--- config.mk ---
export PLATFORM = sky130hd
export DESIGN_NAME = ues_core
export DESIGN_NICKNAME = d
export VERILOG_FILES = /design/src/inc/ues_pkg.sv /design/src/hdl/ues_core.sv
export SDC_FILE = /design/constraint.sdc
export NUM_CORES = 1
export LEC_CHECK = 0
export BUFFER_PORTS_ARGS = -buffer_cell sky130_fd_sc_hd__buf_2
export CAP_MARGIN = 40
export CORE_ASPECT_RATIO = 1.5
export CORE_UTILIZATION = 45
export CTS_CLUSTER_DIAMETER = 100
export DETAILED_ROUTE_END_ITERATION = 8
export GPL_ROUTABILITY_DRIVEN = 0
export PLACE_DENSITY_LB_ADDON = 0.2
export SKIP_LAST_GASP = 1
export SYNTH_ARGS = -nofsm -noshare
export SYNTH_HDL_FRONTEND = slang
export SYNTH_SLANG_ARGS = --single-unit
--- constraint.sdc ---
create_clock -name clk_sys_i -period 5.9 [get_ports clk_sys_i]
set_input_delay 0.295 -clock clk_sys_i [delete_from_list [all_inputs] [get_ports clk_sys_i]]
set_output_delay 0.295 -clock clk_sys_i [all_outputs]
set_load 0.01 [all_outputs]
--- src/inc/ues_pkg.sv ---
// Package for the endpoint status and command block.
// Assumes one 10 MHz clock and a synchronous active-high reset.
package ues_pkg;

  // ----------------------------------------
  // Endpoint map
  // ----------------------------------------
  localparam int unsigned EP_N      = 16;
  localparam logic [3:0]  EP_CTL_OUT = 4'h0;
  localparam logic [3:0]  EP_CTL_IN  = 4'h1;

  // ----------------------------------------
  // Command operation nibbles
  // ----------------------------------------
  localparam logic [3:0] OP_STALL    = 4'h4;
  localparam logic [3:0] OP_RDSTAT   = 4'h5;
  localparam logic [3:0] OP_VALIDATE = 4'h6;
  localparam logic [3:0] OP_CLEAR    = 4'h7;
  localparam logic [3:0] OP_UNSTALL  = 4'h8;
  localparam logic [3:0] OP_CHECK    = 4'hd;
  localparam logic [7:0] CMD_ACK_SETUP = 8'hf4;

  // ----------------------------------------
  // Status byte layout
  // ----------------------------------------
  localparam int unsigned BIT_HALT  = 7;
  localparam int unsigned BIT_FULL1 = 6;
  localparam int unsigned BIT_FULL0 = 5;
  localparam int unsigned BIT_TOG   = 4;
  localparam int unsigned BIT_CLOB  = 3;
  localparam int unsigned BIT_SETUP = 2;
  localparam int unsigned BIT_CPU   = 1;
  localparam logic [7:0]  COPY_RST  = 8'h00;

  // Per-endpoint state
  typedef struct packed {
    logic       halted;
    logic [1:0] full;
    logic       toggle;
    logic       clobber;
    logic       setup;
    logic       cpusel;
  } ues_ep_s;

  localparam ues_ep_s EP_RST = '0;

  // Command from the microcontroller port
  typedef struct packed {
    logic       valid;
    logic [7:0] code;
  } ues_cmd_s;

  // Event from the serial engine
  typedef struct packed {
    logic       setup_tok;
    logic       setup_done;
    logic       out_done;
    logic       in_done;
    logic [3:0] ep;
  } ues_usb_s;

endpackage

--- src/hdl/ues_core.sv ---
// Endpoint status keeping and command decode for a full-speed USB function.
// Assumes commands and engine events are synchronous to clk_sys_i.
module ues_core
  import ues_pkg::*;
(
  // Clock and reset
  input  wire logic                clk_sys_i,
  input  wire logic                rst_i,
  // Microcontroller commands
  input  wire ues_cmd_s            cmd_i,
  output logic [7:0]               rd_data_o,
  output logic                     rd_valid_o,
  output logic                     irq_clr_o,
  output logic [3:0]               irq_clr_ep_o,
  output logic                     ptr_rst_o,
  output logic [3:0]               ptr_rst_ep_o,
  // Endpoint configuration
  input  wire logic [EP_N-1:0]     ep_is_in_i,
  input  wire logic [EP_N-1:0]     ep_dbl_i,
  // Serial engine side
  input  wire ues_usb_s            usb_i,
  input  wire logic                setup_busy_i,
  output logic                     nak_o
);

  // ----------------------------------------
  // State
  // ----------------------------------------
  ues_ep_s    ep_reg   [EP_N];
  ues_ep_s    ep_next  [EP_N];
  logic [7:0] copy_reg, copy_next;
  logic       rdv_reg, rdv_next;
  logic       irq_reg, irq_next;
  logic [3:0] irqe_reg, irqe_next;
  logic       prst_reg, prst_next;
  logic [3:0] prste_reg, prste_next;
  logic       lock_reg, lock_next;
  logic       unst_reg, unst_next;
  logic [3:0] unste_reg, unste_next;

  logic [3:0] op, idx;
  logic       is_in   [EP_N];
  logic       usb_side[EP_N];
  logic       ctl_blk_w;

  assign op  = cmd_i.code[7:4];
  assign idx = cmd_i.code[3:0];
  assign ctl_blk_w = lock_reg && (idx == EP_CTL_OUT || idx == EP_CTL_IN);

  // Control endpoints have fixed direction
  always_comb begin
    for (int i = 0; i < EP_N; i++) begin
      is_in[i]    = (i == 32'(EP_CTL_IN)) ? 1'b1 :
                    (i == 32'(EP_CTL_OUT)) ? 1'b0 : ep_is_in_i[i];
      usb_side[i] = ep_dbl_i[i] & ~ep_reg[i].cpusel;
    end
  end

  function automatic logic [7:0] pack_st(input ues_ep_s s);
    logic [7:0] b;
    b = 8'h00;
    b[BIT_HALT]  = s.halted;
    b[BIT_FULL1] = s.full[1];
    b[BIT_FULL0] = s.full[0];
    b[BIT_TOG]   = s.toggle;
    b[BIT_CLOB]  = s.clobber;
    b[BIT_SETUP] = s.setup;
    b[BIT_CPU]   = s.cpusel;
    return b;
  endfunction

  function automatic ues_ep_s reinit(input ues_ep_s s);
    ues_ep_s r;
    r        = s;
    r.halted = 1'b0;
    r.full   = 2'b00;
    r.toggle = 1'b0;
    r.cpusel = 1'b0;
    return r;
  endfunction

  // ----------------------------------------
  // Next-state logic
  // ----------------------------------------
  always_comb begin
    logic ctl_blk;
    logic sel;
    ctl_blk    = 1'b0;
    sel        = 1'b0;
    for (int i = 0; i < EP_N; i++) ep_next[i] = ep_reg[i];
    copy_next  = copy_reg;
    rdv_next   = 1'b0;
    irq_next   = 1'b0;
    irqe_next  = irqe_reg;
    prst_next  = 1'b0;
    prste_next = prste_reg;
    lock_next  = lock_reg;
    unst_next  = unst_reg;
    unste_next = unste_reg;
    ctl_blk    = lock_reg && (idx == EP_CTL_OUT || idx == EP_CTL_IN);

    // Commands first, so engine events below win a same-cycle clash
    if (cmd_i.valid) begin
      unst_next = 1'b0;
      sel       = ep_reg[idx].cpusel;
      if (cmd_i.code == CMD_ACK_SETUP) begin
        lock_next = 1'b0;
      end else begin
        case (op)
          OP_STALL: begin
            ep_next[idx].halted = 1'b1;
          end
          OP_UNSTALL: begin
            if (unst_reg && unste_reg == idx) begin
              prst_next  = 1'b1;
              prste_next = idx;
            end else begin
              unst_next  = 1'b1;
              unste_next = idx;
              if (ep_reg[idx].halted) begin
                ep_next[idx] = reinit(ep_reg[idx]);
              end
              ep_next[idx].halted = 1'b0;
            end
          end
          OP_VALIDATE: begin
            if (idx != EP_CTL_OUT && is_in[idx] && !ctl_blk) begin
              ep_next[idx].full[sel] = 1'b1;
              if (ep_dbl_i[idx]) ep_next[idx].cpusel = ~sel;
            end
          end
          OP_CLEAR: begin
            if (idx != EP_CTL_IN && !is_in[idx] && !ctl_blk) begin
              ep_next[idx].full[sel] = 1'b0;
              ep_next[idx].setup     = 1'b0;
              if (ep_dbl_i[idx]) ep_next[idx].cpusel = ~sel;
            end
          end
          OP_RDSTAT: begin
            copy_next = pack_st(ep_reg[idx]);
            rdv_next  = 1'b1;
            irq_next  = 1'b1;
            irqe_next = idx;
            if (!setup_busy_i) ep_next[idx].clobber = 1'b0;
          end
          OP_CHECK: begin
            copy_next = pack_st(ep_reg[idx]);
            rdv_next  = 1'b1;
          end
          default: begin
          end
        endcase
      end
    end

    // Engine events
    if (usb_i.setup_tok) begin
      for (int c = 0; c < 2; c++) begin
        if (ep_reg[c].halted) ep_next[c] = reinit(ep_reg[c]);
      end
      if (ep_reg[EP_CTL_OUT].setup && lock_reg) begin
        ep_next[EP_CTL_OUT].clobber = 1'b1;
      end
      lock_next = 1'b1;
    end
    if (usb_i.setup_done) begin
      ep_next[EP_CTL_OUT].setup   = 1'b1;
      ep_next[EP_CTL_OUT].full[0] = 1'b1;
    end
    if (usb_i.out_done && !ep_reg[usb_i.ep].full[usb_side[usb_i.ep]]) begin
      ep_next[usb_i.ep].full[usb_side[usb_i.ep]] = 1'b1;
      ep_next[usb_i.ep].toggle = ~ep_reg[usb_i.ep].toggle;
    end
    if (usb_i.in_done) begin
      ep_next[usb_i.ep].full[usb_side[usb_i.ep]] = 1'b0;
      ep_next[usb_i.ep].toggle = ~ep_reg[usb_i.ep].toggle;
    end
  end

  // Full engine-side buffer or a halted endpoint refuses the data packet
  assign nak_o = ep_reg[usb_i.ep].full[usb_side[usb_i.ep]] | ep_reg[usb_i.ep].halted;

  // ----------------------------------------
  // Registers
  // ----------------------------------------
  always_ff @(posedge clk_sys_i) begin
    if (rst_i) begin
      for (int i = 0; i < EP_N; i++) ep_reg[i] <= EP_RST;
      copy_reg  <= COPY_RST;
      rdv_reg   <= 1'b0;
      irq_reg   <= 1'b0;
      irqe_reg  <= 4'h0;
      prst_reg  <= 1'b0;
      prste_reg <= 4'h0;
      lock_reg  <= 1'b0;
      unst_reg  <= 1'b0;
      unste_reg <= 4'h0;
    end else begin
      for (int i = 0; i < EP_N; i++) ep_reg[i] <= ep_next[i];
      copy_reg  <= copy_next;
      rdv_reg   <= rdv_next;
      irq_reg   <= irq_next;
      irqe_reg  <= irqe_next;
      prst_reg  <= prst_next;
      prste_reg <= prste_next;
      lock_reg  <= lock_next;
      unst_reg  <= unst_next;
      unste_reg <= unste_next;
    end
  end

  assign rd_data_o    = copy_reg;
  assign rd_valid_o   = rdv_reg;
  assign irq_clr_o    = irq_reg;
  assign irq_clr_ep_o = irqe_reg;
  assign ptr_rst_o    = prst_reg;
  assign ptr_rst_ep_o = prste_reg;

  // ----------------------------------------
  // Assertions
  // ----------------------------------------
  property p_stall;
    @(posedge clk_sys_i) disable iff (rst_i)
    cmd_i.valid && op == OP_STALL |=> ep_reg[$past(idx)].halted;
  endproperty
  a_stall: assert property (p_stall) else $error("stall did not halt");

  property p_setup_unstall;
    @(posedge clk_sys_i) disable iff (rst_i)
    usb_i.setup_tok && !(cmd_i.valid && op == OP_STALL)
      |=> !ep_reg[EP_CTL_OUT].halted && !ep_reg[EP_CTL_IN].halted;
  endproperty
  a_setup_unstall: assert property (p_setup_unstall) else $error("setup kept stall");

  property p_reinit;
    @(posedge clk_sys_i) disable iff (rst_i)
    cmd_i.valid && op == OP_UNSTALL && ep_reg[idx].halted && !usb_i.out_done
      && !usb_i.setup_done |=> ep_reg[$past(idx)].full == 2'b00 && !ep_reg[$past(idx)].toggle;
  endproperty
  a_reinit: assert property (p_reinit) else $error("unstall did not flush");

  property p_second_unstall;
    @(posedge clk_sys_i) disable iff (rst_i)
    (cmd_i.valid && op == OP_UNSTALL ##1 cmd_i.valid && op == OP_UNSTALL
      && idx == $past(idx))
    or (cmd_i.valid && op == OP_UNSTALL ##1 !cmd_i.valid ##1 cmd_i.valid
      && op == OP_UNSTALL && idx == $past(idx, 2))
      |=> ptr_rst_o && ptr_rst_ep_o == $past(idx);
  endproperty
  a_second_unstall: assert property (p_second_unstall) else $error("no pointer reset");

  property p_validate;
    @(posedge clk_sys_i) disable iff (rst_i)
    cmd_i.valid && op == OP_VALIDATE && idx != EP_CTL_OUT && is_in[idx] && !ctl_blk_w
      && !usb_i.in_done |=> ep_reg[$past(idx)].full[$past(ep_reg[idx].cpusel)];
  endproperty
  a_validate: assert property (p_validate) else $error("validate lost");

  property p_dbl_flip;
    @(posedge clk_sys_i) disable iff (rst_i)
    cmd_i.valid && (op == OP_VALIDATE || op == OP_CLEAR) && ep_dbl_i[idx] && !ctl_blk_w
      && (op == OP_VALIDATE ? (is_in[idx] && idx != EP_CTL_OUT)
                            : (!is_in[idx] && idx != EP_CTL_IN))
      |=> ep_reg[$past(idx)].cpusel != $past(ep_reg[idx].cpusel);
  endproperty
  a_dbl_flip: assert property (p_dbl_flip) else $error("buffer select stuck");

  property p_nak;
    @(posedge clk_sys_i) disable iff (rst_i)
    usb_i.out_done && ep_reg[usb_i.ep].full[usb_side[usb_i.ep]] && !usb_i.in_done
      && !usb_i.setup_tok && !(cmd_i.valid && op == OP_UNSTALL)
      |-> nak_o ##1 ep_reg[$past(usb_i.ep)].toggle == $past(ep_reg[usb_i.ep].toggle);
  endproperty
  a_nak: assert property (p_nak) else $error("full buffer not refused");

  property p_check_keep;
    @(posedge clk_sys_i) disable iff (rst_i)
    cmd_i.valid && op == OP_CHECK && !usb_i.setup_tok
      |=> rd_valid_o && !irq_clr_o && rd_data_o == pack_st($past(ep_reg[idx]))
        && ep_reg[$past(idx)].clobber == $past(ep_reg[idx].clobber);
  endproperty
  a_check_keep: assert property (p_check_keep) else $error("check altered state");

  property p_rdstat_irq;
    @(posedge clk_sys_i) disable iff (rst_i)
    cmd_i.valid && op == OP_RDSTAT |=> irq_clr_o && irq_clr_ep_o == $past(idx);
  endproperty
  a_rdstat_irq: assert property (p_rdstat_irq) else $error("irq not cleared");

  property p_lock;
    @(posedge clk_sys_i) disable iff (rst_i)
    lock_reg && cmd_i.valid && op == OP_VALIDATE && idx == EP_CTL_IN && !usb_i.in_done
      |=> ep_reg[EP_CTL_IN].full == $past(ep_reg[EP_CTL_IN].full);
  endproperty
  a_lock: assert property (p_lock) else $error("locked validate acted");

endmodule

# Word-level counts from Yosys, hierarchy flattened
# Memories as Yosys holds them, arrays and structs flattened.
# Index checks and enable logic that the tools add are counted.
# totals
inputBits,52
memories,1
ramBits,112
reg_bits,24
latch_bits,0
romBits,0
elab_cells,207
output_inout_bits,20
# memory_table
memory,depth,word_bits,rd,rd_clocked_by_memory_dff,wr,line_no,text
ep_reg,16,7,18,0,16,ues_core.sv:29,ues_ep_s ep_reg [EP_N];
# classes
div_mod_pow,0
mux,93
shift,0
reduce_logical,28
eq_ne,10
bitwise_logic,57
order_cmp,9
mul,0
addsub,0
# op_table
cell,count
112-bit two-way mux,15
112-bit bitwise mux,13
112-bit one-hot mux with 5 select lines,1
7-bit demux with 4-bit select,8
7-bit two-way mux,20
1-bit two-way mux,25
1-bit inverter,22
1-bit OR,17
1-bit AND,16
4-bit by 3-bit equality test with 1-bit output (second input constant),4
14-bit two-way mux,1
1-bit binary-select mux with 4-bit select,3
1-bit logical AND,12
6-bit two-way mux,2
5-bit greater-or-equal comparator (second input constant),2
5-bit by 1-bit less-than comparator with 1-bit output (second input constant),2
4-bit inverter with 5-bit output,2
4-bit equality test (second input constant),2
8-bit equality test (second input constant),1
4-bit AND reduction,2
3-bit AND reduction,2
4-bit by 5-bit less-than comparator with 1-bit output (second input constant),1
4-bit by 1-bit equality test with 1-bit output (second input constant),1
4-bit equality test,1
16 further kinds,22

# Depth between registers and ports, before layout
# depth
depth_word,27
mapped_depth,11
depth_no_buf,7

# Worst setup path after synthesis
# No wires, ideal clock.
# synth_path
path_kind,input-to-output
startpoint,input usb_i[0] in the netlist's numbering
endpoint,output nak_o
path_stages,9
arrival_time_ns,2.067
required_ns,5.605
path_buffers,3
setup_slack_ns,3.538
path_cell_list,buf_6 > or4b_1 > o311a_1 > a32oi_2 > and3b_1 > buf_4 > nor2_2 > buf_2 > or2_1
# synth_between
elab_chain_cells,7
word_cells_on_any_way,8
cone_classes,mux (5); bitwise (2); memory (1)
# synth_rtl
element,line_no,text
"start, declared",ues_core.sv:21,"input wire ues_usb_s usb_i,"
4-bit inverter with 5-bit output (implied by the code),ues_core.sv:181,assign nak_o = ep_reg[usb_i.ep].full[usb_side[usb_i.ep]] | ep_reg[usb_i.ep].halted;
1-bit binary-select mux with 4-bit select,ues_core.sv:181,
1-bit two-way mux (implied by the code) (4 in a row),ues_core.sv:181,
1-bit OR (*),ues_core.sv:181,
"end, declared",ues_core.sv:23,output logic nak_o
# Every way passes the cells marked *; elsewhere a longest branch is shown, timed or not. The select of a mux whose other input is x is not followed.

# Worst setup path after layout
# layout_path
startpoint,input usb_i[1] in the netlist's numbering
endpoint,output nak_o
# Same word-level chain as after synthesis.

==> metrics <==
Post-synth EDFFs 0; clock tree from TritonCTS built; Pint 1750 µW; hpwl dp 26.2 mm; Worst Hold Endpoint lock_reg; final worst slack 2.51 ns; Synth Flop Type dfxtp_1; layout net count 1191; GR Layer Usage met1 0.415; clock slew at reported path FFs 0.06 ns; CP max FO 20; Avg Inst Size Synth 8.45 µm²; area grow syn2layout 11.6%; Synth Cell Area 9380 µm²; Yosys reg bits 136; Starting DRT DRC Count 1440; HP Start usb_i[7]; GRT busiest layer met2; global-route wire length before repair 55.7 mm; Tightest Pin Transition 0.956 ns; die height 179 µm; row count 64; Max VDD drop 209 µV; critical path arrival 3.10 ns; Starting Density 0.460; Mapped Nets 1163; CTS Buffer Depth 2; CP Capture Type output pin; minimum clock period after layout 3.39 ns; H-Tree Depth 4; WS Path Type in2out; hold path depth 3; latest clock arrival within the worst-skew pair 0.44 ns; port bufs 68; Post-synth ARST share 0; P per Cell Area 233 nW/µm²; Seq pwr share 0.384; Antenna Cells 0; Reg2Reg Depth 7; Mapped Cells 1111; Via density 6.88; Area contributors post-synth dfxtp_1, mux4_2, nor2_1, o21ai_0, nand2_1; Setup WS pre-CTS 2.35 ns; GR Layer Usage met3 0.0633; final instance area 10500 µm²; slew margin rel. 0.362; IO Pins 72; initial antenna violation count 0; DR vias 9736; grt ovf 0; sw power 690 µW; Logic pwr share 0.142; DR pass1 iterations 8; fillers 1991; Final Setup Violations 0; vias in the first global route 9331; R2R setup slack 2.88 ns; Max-Cap Viols 0; CP startpoint kind input pin; Die Area 21400 µm²; Clock Skew 0.0131 ns; Post-CTS Resized 0; hold buffer count at CTS 0; core area 20400 µm²; GRT Overall Usage 0.349; post-synthesis sequential area ratio 0.290; Clk pwr share 0.473; Hold Violations, Final 0; smallest hold slack 0.182 ns; final-report max-slew violation count 0; Reg-to-Reg End ep_reg[1][4]; CTS Root Buffer Type clkbuf_16; status finished, final reports clean; Synth warnings 0; period utilization 0.575; dpl cell area 9850 µm²; share of post-route cells with drive strength above 1 0.199; post-route ant nets 0; DIE WIDTH 120 µm; Leak Pwr 0.00371 µW; DRC 0; worst hold-check path type in2reg; GRT met2 Usage 0.542; Total Wirelength 36.5 mm; setup TNS 0 ns; Worst Path Required 5.61 ns; sw frac 0.283; largest area contributor in the netlist dfxtp_1; Synth top area share 0.290; Yosys cell types 85; fmax 295 MHz; TritonCTS buffer count 17; CTS sink cnt 136; RSZ-0062 raised after global routing no; routed len/inst 25.8 µm; pin count of the biggest net entering global routing 77; postcts setup bufs 0
## power groups by stage
stage / combinational, µW / sequential (µW) / clock [µW]
6_report: 347 / 939 / 1160
3_5_place_dp: 335 / 959 / 0
5_1_grt: 365 / 939 / 1200
3_3_place_gp: 333 / 958 / 0
4_1_cts: 336 / 938 / 1160
2_1_floorplan: 230 / 956 / 0
## layer usage
metal / share of wire / vias up
li1: - / 4303
met4: 0.095 / 0
met2: 0.45 / 636
met1: 0.37 / 4603
met3: 0.084 / 194
met5: 0 / -
## critical path, cell delays in order
cell      delay, ns
buf_2          0.28
buf_4          0.37
nand2b_1       0.35
o311a_1        0.42
a32oi_2        0.30
a21oi_2        0.13
nor2_2         0.60
or2_1          0.20
buf_2          0.13
## synthesized netlist by cell type (7+ instances only)
master    number
mux2i_1       12
a21oi_1       78
nor2b_1       10
buf_4          8
o22ai_1        7
mux4_2        56
and2_1         8
buf_6          9
nor3_1        18
nand3b_1       8
nand3_1       27
o211ai_1      18
o21ai_1       23
a311oi_1      14
a211oi_1      23
a21o_1        25
buf_2         23
o21a_1         8
dfxtp_1      136
inv_1         26
clkbuf_1      44
a22oi_1       28
o21ai_0       80
a221oi_1      21
nor2_1       118
nor3b_1        8
o31ai_1       15
a31oi_1       13
nand2_1      105
nand2b_1      17
a31o_2         8
## worst max path at each step
stage | cells after the start | from | end | slack (ns)
4_1_cts | 9 | usb_i[1] | nak_o | 2.56
2_1_floorplan | 9 | usb_i[0] | nak_o | 3.54
3_5_place_dp | 9 | usb_i[1] | ep_reg[1][4] | 2.35
5_1_grt | 9 | usb_i[1] | nak_o | 2.33
6_report | 9 | usb_i[1] | nak_o | 2.51
3_3_place_gp | 8 | usb_i[0] | ep_reg[1][4] | 2.14
## cells in the final DEF (no fill, tap or decap), drive strengths merged, types with 6 or more instances in the layout
| cell type | instances |
|---|---|
| mux2i | 13 |
| nor3b | 9 |
| o21a | 8 |
| nor2b | 10 |
| nand3 | 27 |
| a31o | 9 |
| mux4 | 56 |
| nor3 | 24 |
| a211oi | 25 |
| and3 | 6 |
| nand2 | 106 |
| and2 | 9 |
| clkbuf | 19 |
| a21oi | 80 |
| nand2b | 17 |
| nand3b | 8 |
| a21o | 25 |
| inv | 27 |
| o31ai | 15 |
| nor2 | 119 |
| a311oi | 14 |
| a22oi | 28 |
| a2bb2oi | 6 |
| mux2 | 6 |
| a31oi | 14 |
| o211ai | 18 |
| dfxtp | 136 |
| a221oi | 23 |
| or2 | 6 |
| buf | 98 |
| o22ai | 8 |
| o21ai | 105 |
| clkinv | 6 |
## logic make-up after synthesis
| kind of cell | Yosys count | share of synthesized area |
|---|---|---|
| simple gates | 369 | 0.193 |
| buf+inv | 117 | 0.0603 |
| mux | 75 | 0.157 |
| other cells | 1 | 0.000400 |
| compound gates | 409 | 0.296 |
| xor+xnor | 4 | 0.00373 |
| flops | 136 | 0.290 |
## final cells by class
class                      count  area (µm²)  area share
multi-input combinational    858        6110       0.584
sequential                   136        2720       0.260
timing repair buffer          98         586      0.0559
clock buffer                  19         443      0.0423
tap                          264         330      0.0315
clock inverter                12         175      0.0167
inverter                      28         105      0.0100
## metrics by stage
| stage | instances | total power, µW | utilization |
|---|---|---|---|
| after global placement | 1378 | 1290 | 0.480 |
| final | 1415 | 2440 | 0.513 |
| after CTS | 1414 | 2440 | 0.513 |
| after floorplan | 1111 | 1190 | - |
| after global routing | 1415 | 2510 | 0.513 |
| after detailed placement | 1383 | 1290 | 0.482 |
Power figures use the tool's default switching activity.
